### config.mk
export PLATFORM = sky130hd
export DESIGN_NAME = ccc_top
export DESIGN_NICKNAME = d
export VERILOG_FILES = /design/src/core/ccc_trim_engine.v /design/src/core/ccc_top.v
export VERILOG_INCLUDE_DIRS = /design/src /design/src/shared
export SDC_FILE = /design/constraint.sdc
export NUM_CORES = 1
export LEC_CHECK = 0
export ABC_AREA = 0
export BUFFER_PORTS_ARGS = -buffer_cell sky130_fd_sc_hd__buf_2
export CAP_MARGIN = 10
export CORE_AREA = 8 8 83 85
export DETAILED_ROUTE_END_ITERATION = 7
export DIE_AREA = 0 0 91 93
export HOLD_SLACK_MARGIN = 0.1
export PLACE_DENSITY = 0.77
export SKIP_LAST_GASP = 1
export SLEW_MARGIN = 20
export SYNTH_ARGS = -nofsm -noshare
export SYNTH_HDL_FRONTEND = slang
export SYNTH_SLANG_ARGS = --single-unit
### constraint.sdc
create_clock -name clk_i -period 6.4 [get_ports clk_i]
set_input_delay 1.28 -clock clk_i [delete_from_list [all_inputs] [get_ports clk_i]]
set_output_delay 1.28 -clock clk_i [all_outputs]
set_load 0.03 [all_outputs]
### src/shared/ccc_defs.vh
`ifndef CCC_DEFS_VH
`define CCC_DEFS_VH

// Register offsets
`define CCC_OFS_OSC_CTRL 8'h5D
`define CCC_OFS_OSC_STATE 8'h5E
`define CCC_OFS_RUN_EN 8'h61
`define CCC_OFS_MODE_CFG 8'h62

// Reset values
`define CCC_RST_OSC_CTRL 8'h40
`define CCC_RST_OSC_STATE 8'h00
`define CCC_RST_RUN_EN 8'h01
`define CCC_RST_MODE_CFG 8'h01
`define CCC_RST_TRIM 7'h00

// Field positions
`define CCC_STL_MSB 6
`define CCC_STL_LSB 4
`define CCC_ENGINE_EN_BIT 0
`define CCC_DONE_BIT 0
`define CCC_RUN_EN_BIT 0
`define CCC_BGOS_BIT 3
`define CCC_OS_BIT 2
`define CCC_BG_BIT 1
`define CCC_FG_BIT 0

// Trim search: first trial value and its bit index
`define CCC_TRIM_FIRST 7'h40
`define CCC_TRIM_TOP_IDX 3'h6

// Timing: one settle unit, rounded up to whole clock cycles
`define CCC_CLK_NS 20
`define CCC_SETTLE_UNIT_NS 1000
`define CCC_SETTLE_UNIT_CYC \
	((`CCC_SETTLE_UNIT_NS + `CCC_CLK_NS - 1) / `CCC_CLK_NS)

`endif

### src/core/ccc_trim_engine.v
`timescale 1ns/1ps
`include "ccc_defs.vh"

module ccc_trim_engine (
	input wire clk_i,
	input wire sys_rst_i,
	input wire engine_en_i,
	input wire [2:0] settle_sel_i,
	input wire synth_reset_i,
	input wire osc_fast_i,
	input wire trim_load_i,
	input wire [6:0] trim_load_value_i,
	output reg [6:0] trim_o,
	output reg done_o,
	output reg busy_o
);
	localparam E_IDLE = 1'b0;
	localparam E_SETTLE = 1'b1;

	reg state;
	reg synth_reset_q;
	reg [2:0] bit_idx;
	reg [9:0] cnt;
	reg [6:0] mask;
	wire start;
	wire [9:0] target;

	// Settle length in cycles, longer for larger selections
	function [9:0] settle_cycles;
		input [2:0] sel;
		reg [31:0] prod;
		begin
			// Worked out at full width, longest case fits ten bits
			prod = ({29'h0, sel} + 32'h1) * `CCC_SETTLE_UNIT_CYC;
			settle_cycles = prod[9:0];
		end
	endfunction

	assign target = settle_cycles(settle_sel_i);
	// Calibration starts on the release of the synthesizer reset
	assign start = synth_reset_q & ~synth_reset_i & engine_en_i;

	// One-hot mask of the trim bit under trial
	always @* begin
		mask = 7'h01 << bit_idx;
	end

	// Successive approximation of the trim value
	always @(posedge clk_i) begin
		if (sys_rst_i) begin
			state <= E_IDLE;
			synth_reset_q <= 1'b0;
			bit_idx <= 3'h0;
			cnt <= 10'h000;
			trim_o <= `CCC_RST_TRIM;
			done_o <= 1'b0;
			busy_o <= 1'b0;
		end else begin
			synth_reset_q <= synth_reset_i;
			case (state)
			E_IDLE: begin
				if (start) begin
					trim_o <= `CCC_TRIM_FIRST;
					bit_idx <= `CCC_TRIM_TOP_IDX;
					cnt <= 10'h000;
					done_o <= 1'b0;
					busy_o <= 1'b1;
					state <= E_SETTLE;
				end else begin
					if (trim_load_i)
						trim_o <= trim_load_value_i;
					if (synth_reset_i && engine_en_i)
						done_o <= 1'b0;
					else if (!synth_reset_i && !engine_en_i)
						done_o <= 1'b1;
				end
			end
			E_SETTLE: begin
				if (synth_reset_i) begin
					// Aborted: a fresh run follows the next release
					done_o <= 1'b0;
					busy_o <= 1'b0;
					state <= E_IDLE;
				end else if (cnt != target - 10'h001) begin
					cnt <= cnt + 10'h001;
				end else begin
					cnt <= 10'h000;
					// Too fast drops the trial bit, then try the next
					trim_o <= (osc_fast_i ? (trim_o & ~mask) : trim_o) |
						(mask >> 1);
					if (bit_idx == 3'h0) begin
						done_o <= 1'b1;
						busy_o <= 1'b0;
						state <= E_IDLE;
					end else begin
						bit_idx <= bit_idx - 3'h1;
					end
				end
			end
			default: begin
				state <= E_IDLE;
				busy_o <= 1'b0;
			end
			endcase
		end
	end
endmodule

### src/core/ccc_top.v
// Operation
// - Engine settles after each trim change; 3-bit field, reset 4.
// - Enabled engine starts when synthesizer reset is written zero.
// - Engine adjusts the trim itself to centre the oscillator frequency.
// - Done bit reads one after calibration finishes or when it was skipped.
// - Global enable, reset one, runs calibration; low holds it in reset.
// - Clearing global enable also resets digital and link clock dividers.
// - Bit 3 enables background offset; set only with background enable.
// - Bit 2 enables foreground offset; set only with foreground select.
// - Bit 1 enables background calibration; reset value zero.
// - Bit 0: clear corrections, then run foreground calibration or skip it.
// - Foreground done rises when foreground calibration ends or is skipped.
`timescale 1ns/1ps
`include "ccc_defs.vh"

module ccc_top (
	input wire clk_i,
	input wire sys_rst_i,
	input wire [7:0] reg_addr_i,
	input wire [7:0] reg_wdata_i,
	input wire reg_wr_i,
	input wire reg_rd_i,
	output reg [7:0] reg_rdata_o,
	input wire synth_reset_i,
	input wire osc_fast_i,
	input wire trim_load_i,
	input wire [6:0] trim_load_value_i,
	output wire [6:0] osc_frequency_trim_o,
	output wire osc_cal_finished_o,
	output wire osc_cal_busy_o,
	input wire fg_complete_i,
	output reg cal_hold_o,
	output reg div_reset_o,
	output reg corr_clear_o,
	output reg fg_run_o,
	output reg fg_offset_run_o,
	output reg bg_run_o,
	output reg bg_offset_run_o,
	output reg foreground_finished_o
);
	localparam C_HOLD = 2'h0;
	localparam C_CLEAR = 2'h1;
	localparam C_FG = 2'h2;
	localparam C_DONE = 2'h3;

	// Whole reset words, so that fields can be sliced out at their width
	localparam [7:0] RST_OSC = `CCC_RST_OSC_CTRL;
	localparam [7:0] RST_RUN = `CCC_RST_RUN_EN;
	localparam [7:0] RST_MODE = `CCC_RST_MODE_CFG;

	// Register fields
	reg [2:0] trim_settle_interval;
	reg osc_cal_engine_enable;
	reg cal_run_enable;
	reg background_offset_enable;
	reg foreground_offset_enable;
	reg background_calibration_enable;
	reg foreground_calibration_select;

	// Converter calibration sequencer
	reg [1:0] cstate;
	reg [1:0] next_cstate;
	reg next_corr_clear;
	reg next_fg_run;
	reg next_bg_run;
	reg next_foreground_finished;

	reg [7:0] next_rdata;
	wire wr_osc_ctrl;
	wire wr_run_en;
	wire wr_mode_cfg;

	// Write strobes per register
	assign wr_osc_ctrl = reg_wr_i && (reg_addr_i == `CCC_OFS_OSC_CTRL);
	assign wr_run_en = reg_wr_i && (reg_addr_i == `CCC_OFS_RUN_EN);
	assign wr_mode_cfg = reg_wr_i && (reg_addr_i == `CCC_OFS_MODE_CFG);

	// Oscillator trim search engine
	ccc_trim_engine u_engine (
		.clk_i(clk_i),
		.sys_rst_i(sys_rst_i),
		.engine_en_i(osc_cal_engine_enable),
		.settle_sel_i(trim_settle_interval),
		.synth_reset_i(synth_reset_i),
		.osc_fast_i(osc_fast_i),
		.trim_load_i(trim_load_i),
		.trim_load_value_i(trim_load_value_i),
		.trim_o(osc_frequency_trim_o),
		.done_o(osc_cal_finished_o),
		.busy_o(osc_cal_busy_o)
	);

	// Software-writable fields; reserved bits are not stored
	always @(posedge clk_i) begin
		if (sys_rst_i) begin
			trim_settle_interval <=
				RST_OSC[`CCC_STL_MSB:`CCC_STL_LSB];
			osc_cal_engine_enable <= RST_OSC[`CCC_ENGINE_EN_BIT];
			cal_run_enable <= RST_RUN[`CCC_RUN_EN_BIT];
			background_offset_enable <= RST_MODE[`CCC_BGOS_BIT];
			foreground_offset_enable <= RST_MODE[`CCC_OS_BIT];
			background_calibration_enable <=
				RST_MODE[`CCC_BG_BIT];
			foreground_calibration_select <=
				RST_MODE[`CCC_FG_BIT];
		end else begin
			if (wr_osc_ctrl) begin
				trim_settle_interval <=
					reg_wdata_i[`CCC_STL_MSB:`CCC_STL_LSB];
				osc_cal_engine_enable <=
					reg_wdata_i[`CCC_ENGINE_EN_BIT];
			end
			if (wr_run_en)
				cal_run_enable <= reg_wdata_i[`CCC_RUN_EN_BIT];
			if (wr_mode_cfg) begin
				background_offset_enable <=
					reg_wdata_i[`CCC_BGOS_BIT];
				foreground_offset_enable <=
					reg_wdata_i[`CCC_OS_BIT];
				background_calibration_enable <=
					reg_wdata_i[`CCC_BG_BIT];
				foreground_calibration_select <=
					reg_wdata_i[`CCC_FG_BIT];
			end
		end
	end

	// Read data mux; unmapped offsets read as zero
	always @* begin
		next_rdata = 8'h00;
		case (reg_addr_i)
		`CCC_OFS_OSC_CTRL: begin
			next_rdata[`CCC_STL_MSB:`CCC_STL_LSB] = trim_settle_interval;
			next_rdata[`CCC_ENGINE_EN_BIT] = osc_cal_engine_enable;
		end
		`CCC_OFS_OSC_STATE: begin
			next_rdata[`CCC_DONE_BIT] = osc_cal_finished_o;
		end
		`CCC_OFS_RUN_EN: begin
			next_rdata[`CCC_RUN_EN_BIT] = cal_run_enable;
		end
		`CCC_OFS_MODE_CFG: begin
			next_rdata[`CCC_BGOS_BIT] = background_offset_enable;
			next_rdata[`CCC_OS_BIT] = foreground_offset_enable;
			next_rdata[`CCC_BG_BIT] = background_calibration_enable;
			next_rdata[`CCC_FG_BIT] = foreground_calibration_select;
		end
		default: begin
			next_rdata = 8'h00;
		end
		endcase
	end

	// Read data is captured on the read strobe and held
	always @(posedge clk_i) begin
		if (sys_rst_i)
			reg_rdata_o <= 8'h00;
		else if (reg_rd_i)
			reg_rdata_o <= next_rdata;
	end

	// Sequencer: clear corrections, then foreground run or skip
	always @* begin
		next_cstate = cstate;
		next_corr_clear = 1'b0;
		case (cstate)
		C_HOLD: begin
			if (cal_run_enable) begin
				next_cstate = C_CLEAR;
				next_corr_clear = 1'b1;
			end
		end
		C_CLEAR: begin
			if (foreground_calibration_select)
				next_cstate = C_FG;
			else
				next_cstate = C_DONE;
		end
		C_FG: begin
			if (fg_complete_i)
				next_cstate = C_DONE;
		end
		C_DONE: begin
			next_cstate = C_DONE;
		end
		default: begin
			next_cstate = C_HOLD;
		end
		endcase
		// A low global enable holds the sequence in reset
		if (!cal_run_enable) begin
			next_cstate = C_HOLD;
			next_corr_clear = 1'b0;
		end
		next_fg_run = (next_cstate == C_FG);
		next_foreground_finished = (next_cstate == C_DONE);
		next_bg_run = next_foreground_finished && background_calibration_enable;
	end

	// Registered sequencer state and calibration controls
	always @(posedge clk_i) begin
		if (sys_rst_i) begin
			cstate <= C_HOLD;
			cal_hold_o <= 1'b1;
			div_reset_o <= 1'b1;
			corr_clear_o <= 1'b0;
			fg_run_o <= 1'b0;
			fg_offset_run_o <= 1'b0;
			bg_run_o <= 1'b0;
			bg_offset_run_o <= 1'b0;
			foreground_finished_o <= 1'b0;
		end else begin
			cstate <= next_cstate;
			cal_hold_o <= ~cal_run_enable;
			div_reset_o <= ~cal_run_enable;
			corr_clear_o <= next_corr_clear;
			fg_run_o <= next_fg_run;
			// Offset parts only act together with their main part
			fg_offset_run_o <= next_fg_run &&
				foreground_offset_enable;
			bg_run_o <= next_bg_run;
			bg_offset_run_o <= next_bg_run &&
				background_offset_enable;
			foreground_finished_o <= next_foreground_finished;
		end
	end
endmodule

### Word-level counts from Yosys, hierarchy flattened

Cells that the tools add are included.

* multiplexer cells: 40
* multipliers: 1
* bitwise gates (word level): 8
* reduce and logical (&&, ||, !) cells: 18
* add/sub/neg operators: 4
* shift operators: 1
* eq/ne operators: 18

Operators by type and width (number)
* 7-bit 2-to-1 mux: 5
* 8-bit by 7-bit equality test with 1-bit output (second input constant): 4
* 32-bit by 5-bit multiplier with 9-bit output (second input constant): 1
* 10-bit 2-to-1 mux: 3
* 10-bit one-hot mux with 2 select lines: 1
* 3-bit 2-to-1 mux: 6
* 1-bit 2-to-1 mux: 16
* 7-bit one-hot mux with 2 select lines: 1
* 10-bit by 1-bit adder with 10-bit output (second input constant): 1
* 10-bit != test: 1
* 10-bit by 1-bit subtractor with 10-bit output (second input constant): 1
* 3-bit AND reduction: 3
* 2-bit equality test (second input constant): 4
* 1-bit logical AND: 8
* 2-bit one-hot mux with 4 select lines: 1
* 7-bit AND: 1
* 7-bit NOT: 1
* 7-bit by 6-bit OR with 7-bit output: 1
* 1-bit by 3-bit << shifter with 7-bit output (first input constant): 1
* 2-bit != test (second input constant): 3
* 3-bit != test (second input constant): 2
* 1-bit one-hot mux with 2 select lines: 3
* 3-bit one-hot mux with 2 select lines: 1
* 3-bit by 1-bit adder with 4-bit output (second input constant): 1
* other kinds (15): 20

* flip-flop bits (word level): 49
* bits of input ports: 31
* logic and storage cells: 113
* output and inout port bits: 25

### Logic depth before layout (Yosys ltp)

Gate-level depths: netlist (run 1).

* depth after elaboration: 8
* mapped depth: 15
* depth with buffers taken out: 12

### Cells and area by module

A second synthesis (run 1) with hierarchy kept.

* cells, all modules: 380
* area, all modules: 3239.4 µm²

By module, submodules not included
* ccc_trim_engine: sequential area each 480.5 µm², area each 2138.3 µm², instances 1, cells each 266
* ccc_top: sequential area each 500.5 µm², area each 1101.1 µm², instances 1, cells each 114

### Worst setup path after synthesis (run 1)

OpenSTA, ideal clock, no wires.

* kind: reg2reg
* start: reg trim_settle_interval[0]
* end: reg u_engine.trim_o[0]
* required time: 6.279 ns
* cell stages (with the launch flop): 16
* slack: 2.318 ns
* data arrival time: 3.961 ns
* setup time: 0.121 ns
* buffers on the path: 3
* period minus slack after synthesis: 4.082 ns
* cells stage by stage: dfxtp_1 > clkbuf_1 > inv_1 > ha_1 > buf_4 > inv_1 > ha_1 > inv_1 > fa_1 > or4b_1 > a311oi_2 > xnor3_1 > and3_1 > buf_6 > a31oi_4 > mux2_4

* word-level cells in the longest chain between the ends: 6

RTL lines
* start: declaration: line ccc_top.v:52 `reg [2:0] trim_settle_interval;`
* start signal: assignment: line ccc_top.v:96 `trim_settle_interval <=`
* start signal: assignment: line ccc_top.v:108 `trim_settle_interval <=`
* 3-bit by 1-bit adder with 4-bit output: line ccc_trim_engine.v:34 `` prod = ({29'h0, sel} + 32'h1) * `CCC_SETTLE_UNIT_CYC; ``
* 32-bit by 5-bit multiplier with 9-bit output (no source line)
* 10-bit by 1-bit subtractor with 10-bit output: line ccc_trim_engine.v:84 `end else if (cnt != target - 10'h001) begin`
* 10-bit != test: line ccc_trim_engine.v:84
* 2-bit != test (no source line)
* 3-bit AND reduction (no source line)
* end signal: assignment: line ccc_trim_engine.v:63 `` trim_o <= `CCC_TRIM_FIRST; ``
* end signal: assignment: line ccc_trim_engine.v:71 `trim_o <= trim_load_value_i;`
* end signal: assignment: line ccc_trim_engine.v:89 `trim_o <= (osc_fast_i ? (trim_o & ~mask) : trim_o) |`
* end: declaration: line ccc_trim_engine.v:13 `output reg [6:0] trim_o,`

No other way between the ends.
A chain may end at the register's enable or synchronous reset.

### Final worst setup path (run 1)

* start: reg trim_settle_interval[0]
* end: reg u_engine.cnt[2]

* word-level cells in the longest chain between the ends: 7

RTL lines
* 3-bit by 1-bit adder with 4-bit output: line ccc_trim_engine.v:34
* 32-bit by 5-bit multiplier with 9-bit output (no source line)
* 10-bit by 1-bit subtractor with 10-bit output: line ccc_trim_engine.v:84
* 10-bit != test: line ccc_trim_engine.v:84
* 10-bit 2-to-1 mux: line ccc_trim_engine.v:84
* 10-bit 2-to-1 mux: line ccc_trim_engine.v:79 `if (synth_reset_i) begin`
* 10-bit one-hot mux with 2 select lines: line ccc_trim_engine.v:60 `case (state)`
* end signal: assignment: line ccc_trim_engine.v:85 `cnt <= cnt + 10'h001;`
* end: declaration: line ccc_trim_engine.v:23 `reg [9:0] cnt;`

No other way between the ends. The select of a mux whose other input is x is not followed.

==> results of run 1 <==
## metrics by stage
stage | area (sq um) | utilization
CTS | 3280 | 0.578
detailed placement | 3160 | 0.557
global route | 3280 | 0.578
global placement | 3160 | 0.557
finish | 3280 | 0.578
floorplan | 2930 | -
## area by class of cell
| type | instances | area [sq um] | area share |
|---|---|---|---|
| multi-input combinational | 252 | 1770 | 0.540 |
| sequential | 49 | 981 | 0.299 |
| timing repair buffer | 54 | 273 | 0.0832 |
| tap | 75 | 93.8 | 0.0286 |
| clock buffer | 5 | 68.8 | 0.0210 |
| clock inverter | 3 | 46.3 | 0.0141 |
| inverter | 12 | 45.0 | 0.0137 |
## cells in the final DEF (no fill, tap or decap), types with 2 or more instances in the layout
| cell type | n |
|---|---|
| buf_2 | 53 |
| dfxtp_1 | 49 |
| nor2_1 | 29 |
| nand2_1 | 22 |
| a21oi_1 | 18 |
| nand3_1 | 17 |
| ha_1 | 15 |
| inv_1 | 12 |
| xor2_1 | 12 |
| and3_1 | 9 |
| nor2b_1 | 9 |
| nand2b_1 | 8 |
| a211oi_1 | 8 |
| a22oi_1 | 8 |
| xnor2_1 | 6 |
| mux2_4 | 6 |
| a22o_1 | 6 |
| mux2i_1 | 5 |
| nand3b_1 | 5 |
| a31oi_1 | 5 |
| clkbuf_8 | 5 |
| nor3_1 | 4 |
| o21ai_0 | 4 |
| nor3b_1 | 4 |
| nand4_1 | 4 |
| and2b_1 | 4 |
| nor4_1 | 3 |
| and2b_2 | 3 |
| or3_1 | 3 |
| nand4b_1 | 2 |
| a211o_1 | 2 |
| and2_1 | 2 |
| and3b_1 | 2 |
| and4_2 | 2 |
| o311ai_0 | 2 |
| a311oi_1 | 2 |
| o22ai_1 | 2 |
| conb_1 | 2 |
## per-layer routing
metal / vias to the layer above / share of wire / track usage
met5: - / 0 / 0
met4: 0 / 0.018 / 0.0628
met3: 12 / 0.051 / 0.0449
met2: 54 / 0.47 / 0.254
met1: 1152 / 0.46 / 0.160
li1: 1270 / - / -
## path summary, 6_finish.rpt
kind,from,endpoint,slack (ns),depth (start not counted)
setup / recovery,trim_settle_interval[0],u_engine.cnt[2],2.05,12
setup reg to reg,trim_settle_interval[0],u_engine.cnt[2],2.05,12
hold / removal,reg_rdata_o[3],reg_rdata_o[3],0.47,2
hold reg to reg,reg_rdata_o[3],reg_rdata_o[3],0.47,2
## worst reg2reg max path, stage by stage, from the launching register on
cell and delay, ns:
dfxtp_1 0.55, inv_1 0.09, ha_1 0.46, inv_1 0.08, ha_1 0.30, inv_1 0.06, fa_1 0.51, or4b_1 0.55
a311oi_2 0.25, xnor3_1 0.44, nand3_1 0.14, o21ai_1 0.29, a2111oi_0 0.50
## kinds of logic after synthesis
family                   count (synthesis)  synth area share
other                                    2           0.00256
XOR/XNOR                                19            0.0614
adder cells (fa/ha/maj)                 16            0.0708
AO/OA/AOI/OAI                           66             0.160
AND/OR/NAND/NOR                        138             0.261
buffers and inverters                   33            0.0623
flip-flops                              49             0.334
multiplexers                            11            0.0478
## sequential cells by signal (all words and copies together) (netlist names), 2 cells and up
register              cells
cstate                    2
u_engine.bit_idx          3
trim_settle_interval      3
u_engine.trim_o           7
reg_rdata_o               7
u_engine.cnt             10
## power groups by stage
stage          clock, uW  combinational (uW)  sequential (uW)
3_3_place_gp           0                61.8              324
4_1_cts              232                63.5              317
2_1_floorplan          0                33.8              334
3_5_place_dp           0                63.3              324
6_report             228                62.9              317
5_1_grt              241                68.8              319
==> metrics, run 1 <==
CP Buf/Inv Count 3; synthesized area per cell 8.78 sq um; largest cells by area after synthesis dfxtp_1 33%, ha_1 6.4%, nor2_1 3.7%; skew final about 0.0080 ns; DRC 0; Clock Root Buffer clkbuf_8; Non-Filler Instances 450; cell count after placement 442; CP startpoint kind flop; Setup Crit Path Kind reg -> reg; Syn Std Cell Area ~0.0029 sq mm; Sequential Power Share 0.522; ranking of synthesized cells by instance count 49 x dfxtp_1, 29 x nor2_1, 22 x nand2_1; worst min path class reg -> reg; largest net degree at the start of global routing 53; core area 0.00568 sq mm; routed via count ~2.5k; Crit path top cell by count inv_1; GPL Wtd Cong between 0.8 and 0.9; gr usage total 0.145; area delta synth->final 11.7%; total number of yosys warnings 0; Post-synth top flop dfxtp_1; fin crit period 4.35 ns; Fin. Hold Viols 0; MaxCap Viol Count 0; initial antenna violation count 0; Boundary Pins 56; Sw Pwr ~150 uW; Internal Dissipation 455 uW; Nets 421; peak supply drop around 160 uV; Place WS roughly 2 ns; Final Setup Violations 0; cell family with most CP delay adder cells; final worst setup slack roughly 2.1 ns; final worst path period share 0.679; post-DP HPWL 4720 um; slowest CP cell dfxtp_1; die footprint 0.00846 sq mm; FILL cells 516; Async SR Flop Fraction 0; switching share of total power 0.252; RSZ-0062 raised after global routing false; Starting DRT DRC Count 128; H-Tree Depth 2; setup TNS 0 ns; port bufs between 50 and 60; Slew Viols, Final 0; Tightest Pin Transition 0.848 ns; cts hold-fix bufs 0; Fmax about 230 MHz; WL per Instance around 14 um; CP endpoint kind flop; Max Root-Sink Buffers 2; Die X 91 um; outcome complete, no violations; Max stage delay on crit path 0.55 ns; combinational fraction of design power 0.103; top-count cell post-synth dfxtp_1; clock sink total 49; share of layout cells above drive strength 1 0.208; First-pass DRT Iterations 5; vias in the first global route 2396; syn_nets 381; pwr dens 186 mW/mm^2; die height 93 um; num rows 28; Leak between 0.001 and 0.0015 uW; Synth cell types 57; ANT nets after route 0; Req. time, crit path ~6.6 ns; grt total ovfl 0; CP cell instances inv_1 -> ha_1 -> inv_1 -> ha_1 -> inv_1 -> fa_1 -> or4b_1 -> a311oi_2 -> xnor3_1 -> nand3_1 -> o21ai_1 -> a2111oi_0; cell taking the most area after synthesis dfxtp_1; Max FO, Critical Path 12; Clk network pwr share 0.375; TritonCTS clock tree built; Yosys top cell area share 0.334; Syn Inst Count 334; Clock Latency Late Sink 0.31 ns; WHS 0.472 ns; CTS Buf Count 5; global-route wire length before repair 10400 um; Post-synth EDFFs 0; initial core utilization 0.517; sequential-to-total area share from yosys stat 0.334; vias per inst 5.53; Post-Route WL 6290 um; Slew Limit Headroom 0.435; clock-pin transition on the worst setup and hold timing paths 0.09 ns; CTS resizes 0; Final Power 608 uW; antenna cell count 0; Post-CTS Setup Inserts 0; CP arrival approximately 4.5 ns; register bit total from synthesis 49
Power figures use the tool's default switching activity.
==> run 2: changes to the inputs <==
==> constraint.sdc (replaced) <==
create_clock -name clk_i -period 4.4 [get_ports clk_i]
set_input_delay 0.88 -clock clk_i [delete_from_list [all_inputs] [get_ports clk_i]]
set_output_delay 0.88 -clock clk_i [all_outputs]
set_load 0.03 [all_outputs]
==> run 2 against run 1 <==
  * Non-clock buffer count increased by 4
  * Register-to-register slack got worse by 1.8 ns
  * Clock power rose by 23%
  * Total power increased by 37%
  * Clock-buffer cell count unchanged
  * Via count is 0.76% lower
  * Hold slack better by 0.0018 ns
  * Core utilization up 0.20 points
  * Combinational power is 46% higher
  * Maximum frequency grew 5.0%
  * Largest cell class unchanged
  * Global-route usage rose by 0.55 points
==> metrics, run 2 (synthesis results as in run 1) <==
die footprint 0.00846 sq mm (unchanged); Final Power 834 uW (+37%); num rows 28 (unchanged); CP arrival 4.35 ns (-0.19 ns); ANT nets after route 0 (unchanged); most frequent cells in the layout 53 x buf_2, 49 x dfxtp_1, 29 x nor2_1, 22 x nand2_1, 18 x a21oi_1; Final Setup Violations 0 (unchanged); vias per inst 5.44 (-1.6%); vias in the first global route 2474 (+3.3%); initial core utilization 0.517 (unchanged); cell count after placement 446 (+0.90%); Slew Limit Headroom 0.427 (-0.00766); setup slack, reg-to-reg 0.26 ns (-1.79 ns); Fmax 241 MHz (+5.0%); grt total ovfl 0 (unchanged); DRC 0 (unchanged); RSZ-0062 raised after global routing false; final worst path period share 0.941 (+0.262); Tightest Pin Transition 0.860 ns (+0.0115 ns); largest net degree at the start of global routing 53 (unchanged); Nets 425 (+0.95%); MaxCap Viol Count 0 (unchanged); pwr dens 253 mW/mm^2 (+37%); Req. time, crit path 4.61 ns (-1.98 ns); Max Root-Sink Buffers 2 (unchanged); routed length on met3 304 um (-5.9%); CTS resizes 0 (unchanged); WL per Instance 13.9 um (-0.53%); clock-pin transition on the worst setup and hold timing paths 0.10 ns (about the same); FILL cells 541 (+4.8%); Clock Latency Late Sink 0.31 ns (about the same); outcome complete, no violations; Crit path top cell by count ha_1; Top Registers u_engine.cnt: 10 flops, reg_rdata_o: 7 flops, u_engine.trim_o: 7 flops; Critical R2R Launch trim_settle_interval[0]; fin crit period 4.14 ns (-0.207 ns); top layer in use met5; die height 93 um (unchanged); gr usage total 0.151 (+0.00552); port bufs 53 (unchanged); skew final 0.00727 ns (-0.000738 ns); reg2reg path depth 11 (-1); Post-CTS Setup Inserts 0 (unchanged); Max stage delay on crit path 0.55 ns (about the same); CP endpoint kind flop; antenna cell count 0 (unchanged); CTS Buf Count 5 (unchanged); Post-Route WL 6320 um (+0.35%); post-DP HPWL 4780 um (+1.3%); Starting DRT DRC Count 174 (+36%); Crit. Startpoint trim_settle_interval[0]; setup TNS 0 ns (unchanged); Boundary Pins 56 (unchanged); slowest CP cell or4b_1; Place WS 0.149 ns (-1.91 ns); worst min path class reg -> reg; Die X 91 um (unchanged); First-pass DRT Iterations 4 (-1); core area 0.00568 sq mm (unchanged); Largest Register u_engine.cnt; clock sink total 49 (unchanged); Post-Route Utilization 0.580 (+0.00199); Clock Root Buffer clkbuf_8; global-route wire length before repair 10800 um (+4.1%); metal2 WL 3000 um (+0.57%); Fin. Hold Viols 0 (unchanged); worst reg2reg path endpoint u_engine.trim_o[3]; Leak 0.00142 uW (+0.37%); H-Tree Depth 2 (unchanged); CP Capture Point u_engine.trim_o[3]; Setup Crit Path Kind reg -> reg; cts hold-fix bufs 0 (unchanged); share of layout cells above drive strength 1 0.216 (+0.00836); Slew Viols, Final 0 (unchanged); Max FO, Critical Path 12 (unchanged); max FFs per register 10 (unchanged); peak supply drop 155 uV (-2.5%); routed via count 2469 (-0.76%); Non-Filler Instances 454 (+0.89%); area delta synth->final 12.1%; M1 WL 2900 um (+0.87%); TritonCTS clock tree built; CP startpoint kind flop; most common cell after layout, fill and taps aside buf_2; initial antenna violation count 1 (+1); final worst setup slack 0.259 ns (-1.79 ns); CP cell instances ha_1 -> xor2_1 -> ha_1 -> ha_1 -> ha_1 -> or4b_1 -> a311oi_2 -> xnor3_1 -> and3_1 -> a31oi_4 -> mux2_4; GPL Wtd Cong 0.844 (+2.8%)
## run 2: cell types whose count changed in the layout (fill, tap and decap cells not counted)
cell	previous run	this run
inv_8	0	1
clkinvlp_4	1	2
buf_4	1	5
a2111oi_0	1	0
clkinv_4	1	0
a2111oi_1	0	1
bufinv_16	1	0
## run 2: how the worst min path moves through the flow
stage | cells after the start | slack (ns) | endpoint | startpoint
6_report | 2 | 0.47 | reg_rdata_o[1] | reg_rdata_o[1]
2_1_floorplan | 2 | 0.44 | foreground_offset_enable | foreground_offset_enable
3_3_place_gp | 2 | 0.45 | reg_rdata_o[1] | reg_rdata_o[1]
4_1_cts | 2 | 0.47 | reg_rdata_o[1] | reg_rdata_o[1]
5_1_grt | 2 | 0.51 | reg_rdata_o[3] | reg_rdata_o[3]
3_5_place_dp | 2 | 0.46 | reg_rdata_o[1] | reg_rdata_o[1]
## run 2: through the flow
stage,hold WS (ns),instance area [sq um]
2_1_floorplan,0.445,2930
3_3_place_gp,0.455,3190
3_5_place_dp,0.458,3190
4_1_cts,0.474,3290
5_1_grt,0.508,3290
6_report,0.474,3290
## run 2: area by class of cell
class,instances,area [sq um],area share
clock buffer,5,68.8,0.0209
clock inverter,3,26.3,0.00799
inverter,12,45.0,0.0137
multi-input combinational,252,1770,0.539
sequential,49,981,0.298
tap,75,93.8,0.0285
timing repair buffer,58,303,0.0921
## run 2: power by group
part           internal, uW  switching [uW]  leakage [uW]
combinational          38.3            53.7      0.000978
sequential              454            7.72      0.000398
clock                   116             164     0.0000423
total                   608             226       0.00142
## run 2: layer usage
layer / GRT usage / up-vias
li1: - / 1275
met1: 0.173 / 1127
met2: 0.263 / 50
met3: 0.0457 / 15
met4: 0.0477 / 2
met5: 0 / -
## run 2: critical path, delay by kind of cell (launching register included)
| family | cells | cell delay [ns] |
|---|---|---|
| fa+ha+maj | 4 | 1.06 |
| simple gates | 2 | 0.81 |
| xor+xnor | 2 | 0.70 |
| compound gates | 2 | 0.60 |
| flops | 1 | 0.54 |
| mux | 1 | 0.34 |
==> run 3: changes to the inputs <==
--- a/config.mk
+++ b/config.mk
@@ -7,13 +7,15 @@
 export NUM_CORES = 1
 export LEC_CHECK = 0
 export ABC_AREA = 0
-export BUFFER_PORTS_ARGS = -buffer_cell sky130_fd_sc_hd__buf_2
+export BUFFER_PORTS_ARGS = -buffer_cell sky130_fd_sc_hd__clkbuf_2
 export CAP_MARGIN = 10
-export CORE_AREA = 8 8 83 85
+export CELL_PAD_IN_SITES_DETAIL_PLACEMENT = 1
+export CELL_PAD_IN_SITES_GLOBAL_PLACEMENT = 2
+export CORE_AREA = 8 8 104 106
 export DETAILED_ROUTE_END_ITERATION = 7
-export DIE_AREA = 0 0 91 93
+export DIE_AREA = 0 0 112 114
 export HOLD_SLACK_MARGIN = 0.1
-export PLACE_DENSITY = 0.77
+export PLACE_DENSITY_LB_ADDON = 0.1
 export SKIP_LAST_GASP = 1
 export SLEW_MARGIN = 20
 export SYNTH_ARGS = -nofsm -noshare
==> run 3 against run 2 <==
  * Core utilization fell by 21 points
  * Hold slack improved by 0.0077 ns
  * Clock-buffer cell count did not move
  * Clock power barely moved
  * Routed wire length rose by 22%
  * Sequential cell count did not move
  * First-iteration DRC count fell by 59%
  * Global-route usage fell by 2.7 points
  * Critical endpoint unchanged
  * Largest cell class unchanged
==> metrics, run 3 (synthesis results as in run 1) <==
met3 Use GR 0.0301 (-0.0156); Crit path top cell by count ha_1; Post-Route WL 7710 um (+22%); outcome complete, no violations; Largest Register u_engine.cnt; Internal Dissipation 605 uW (-0.42%); DRC 0 (unchanged); peak supply drop 113 uV (-27%); Top Registers u_engine.cnt: 10 flops, reg_rdata_o: 7 flops, u_engine.trim_o: 7 flops; switching share of total power 0.277 (+0.00628); cts hold-fix bufs 0 (unchanged); die height 114 um (+23%); vias in the first global route 2612 (+5.6%); Sw Pwr 232 uW (+2.8%); Post-Route Utilization 0.368 (-0.212); critical path depth 11 (unchanged); fin crit period 4.01 ns (-0.128 ns); CP cell instances ha_1 -> xor2_1 -> ha_1 -> ha_1 -> ha_1 -> or4b_1 -> a311oi_2 -> xnor3_1 -> and3_1 -> a31oi_4 -> mux2_4; CTS Buf Count 5 (unchanged); Nets 428 (+0.71%); post-DP HPWL 5890 um (+23%); worst min path class reg -> reg; Setup Crit Path Kind reg -> reg; num rows 35 (+25%); reg2reg path depth 11 (unchanged); core area 0.00911 sq mm (+60%); CP arrival 4.22 ns (-0.13 ns); CP startpoint kind flop; TritonCTS clock tree built; FILL cells 1120 (+110%); MaxCap Viol Count 0 (unchanged); global-route wire length before repair 13100 um (+21%); Final Setup Violations 0 (unchanged); antenna cell count 0 (unchanged); initial core utilization 0.322 (-0.195); Leak 0.00143 uW (+0.76%); Max stage delay on crit path 0.55 ns (about the same); ANT nets after route 0 (unchanged); Post-CTS Setup Inserts 0 (unchanged); H-Tree Depth 2 (unchanged); Req. time, crit path 4.61 ns (about the same); most frequent cells in the layout 53 x clkbuf_2, 49 x dfxtp_1, 29 x nor2_1, 22 x nand2_1, 18 x a21oi_1; Fmax 249 MHz (+3.2%); Die X 112 um (+23%); area of the multi-input gates 0.00177 sq mm (about the same); largest net degree at the start of global routing 53 (unchanged); Reg area 981 sq um (unchanged); final worst path period share 0.912 (-0.0291); Boundary Pins 56 (unchanged); First-pass DRT Iterations 4 (unchanged); most common cell after layout, fill and taps aside clkbuf_2; RSZ-0062 raised after global routing false; Tightest Pin Transition 1.00 ns (+0.140 ns); die footprint 0.0128 sq mm (+51%); Starting DRT DRC Count 72 (-59%); clock-pin transition on the worst setup and hold timing paths 0.10 ns (about the same); Slew Viols, Final 0 (unchanged); Clock Latency Late Sink 0.31 ns (about the same); Max FO, Critical Path 7 (-5); Max Root-Sink Buffers 2 (unchanged); cell family with most CP delay adder cells; GRT met1 Usage 0.151 (-0.0217); WL per Instance 15.6 um (+12%); area delta synth->final 14.2%; vias per inst 5.04 (-7.2%); Hold Path Depth 2 (unchanged); Sequential Power Share 0.552 (-0.002); CTS resizes 0 (unchanged); initial antenna violation count 0 (-1); port bufs 53 (unchanged); grt total ovfl 0 (unchanged); setup TNS 0 ns (unchanged); max FFs per register 10 (unchanged); CP Buf/Inv Count 0 (unchanged); Clk network pwr share 0.336 (about the same); busiest grt layer met2; Clock Root Buffer clkbuf_8; Fin. Hold Viols 0 (unchanged); combinational fraction of design power 0.112 (+0.002); clock sink total 49 (unchanged); slowest CP cell or4b_1; pwr dens 250 mW/mm^2 (-1.4%); CP endpoint kind flop; Slew Limit Headroom 0.334 (-0.0934); met2 usage 0.213 (-0.0498); gr usage total 0.124 (-0.0265); routed via count 2487 (+0.73%); skew final 0.00562 ns (-0.00166 ns); share of layout cells above drive strength 1 0.223 (+0.00615); GPL Wtd Cong 0.753 (-11%)
## run 3: cell types whose count changed in the layout (fill, tap and decap cells not counted)
| cell | delta |
|---|---|
| buf_4 | +3 |
| inv_6 | +1 |
| a2111oi_1 | -1 |
| clkbuf_2 | +53 |
| o21ai_0 | +1 |
| a2111oi_0 | +1 |
| clkinv_2 | +1 |
| clkinvlp_4 | -1 |
| o21ai_1 | -1 |
| buf_2 | -53 |
| inv_8 | -1 |
## run 3: worst paths after layout
kind                                               from                 end  slack (ns)
worst max-delay path            trim_settle_interval[1]  u_engine.trim_o[3]        0.39
worst min-delay path                     reg_rdata_o[3]      reg_rdata_o[3]        0.48
worst max register to register  trim_settle_interval[1]  u_engine.trim_o[3]        0.39
worst min register to register           reg_rdata_o[3]      reg_rdata_o[3]        0.48
## run 3: metrics by stage
| step | std cells | power (uW) | setup WS, ns | hold slack, ns | cell area, sq um |
|---|---|---|---|---|---|
| after floorplan | 334 | 536 | 0.318 | 0.445 | 2930 |
| after detailed placement | 485 | 569 | 0.380 | 0.474 | 3260 |
| final | 493 | 837 | 0.387 | 0.482 | 3350 |
| after CTS | 493 | 859 | 0.329 | 0.489 | 3350 |
| after global placement | 485 | 567 | 0.370 | 0.457 | 3260 |
| after global routing | 493 | 887 | 0.0848 | 0.523 | 3350 |
## run 3: per-layer routing
layer | vias up | routed length [um]
met3 | 7 | 319
met2 | 38 | 3660
li1 | 1274 | -
met5 | - | 0
met1 | 1168 | 3650
met4 | 0 | 85
## run 3: worst min-delay path: cells and delay by family, from the launching register on
| kind | cells | cell delay [ns] |
|---|---|---|
| flip-flops | 1 | 0.32 |
| AND/OR/NAND/NOR | 1 | 0.06 |
| AO/OA/AOI/OAI | 1 | 0.06 |
## run 3: layout make-up
cell class | instances | area share
Tap cell | 111 | 0.0414
Sequential cell | 49 | 0.293
Clock buffer | 5 | 0.0205
Multi-Input combinational cell | 252 | 0.528
Clock inverter | 3 | 0.00635
Inverter | 12 | 0.0134
Timing Repair Buffer | 61 | 0.0971
## run 3: power groups by stage
stage,Sequential (uW),Clock (uW),Combinational [uW]
final,462,281,93.6
after global routing,464,319,104
after CTS,463,300,95.8
after detailed placement,473,0,95.3
after global placement,473,0,94.3
after floorplan,486,0,49.2
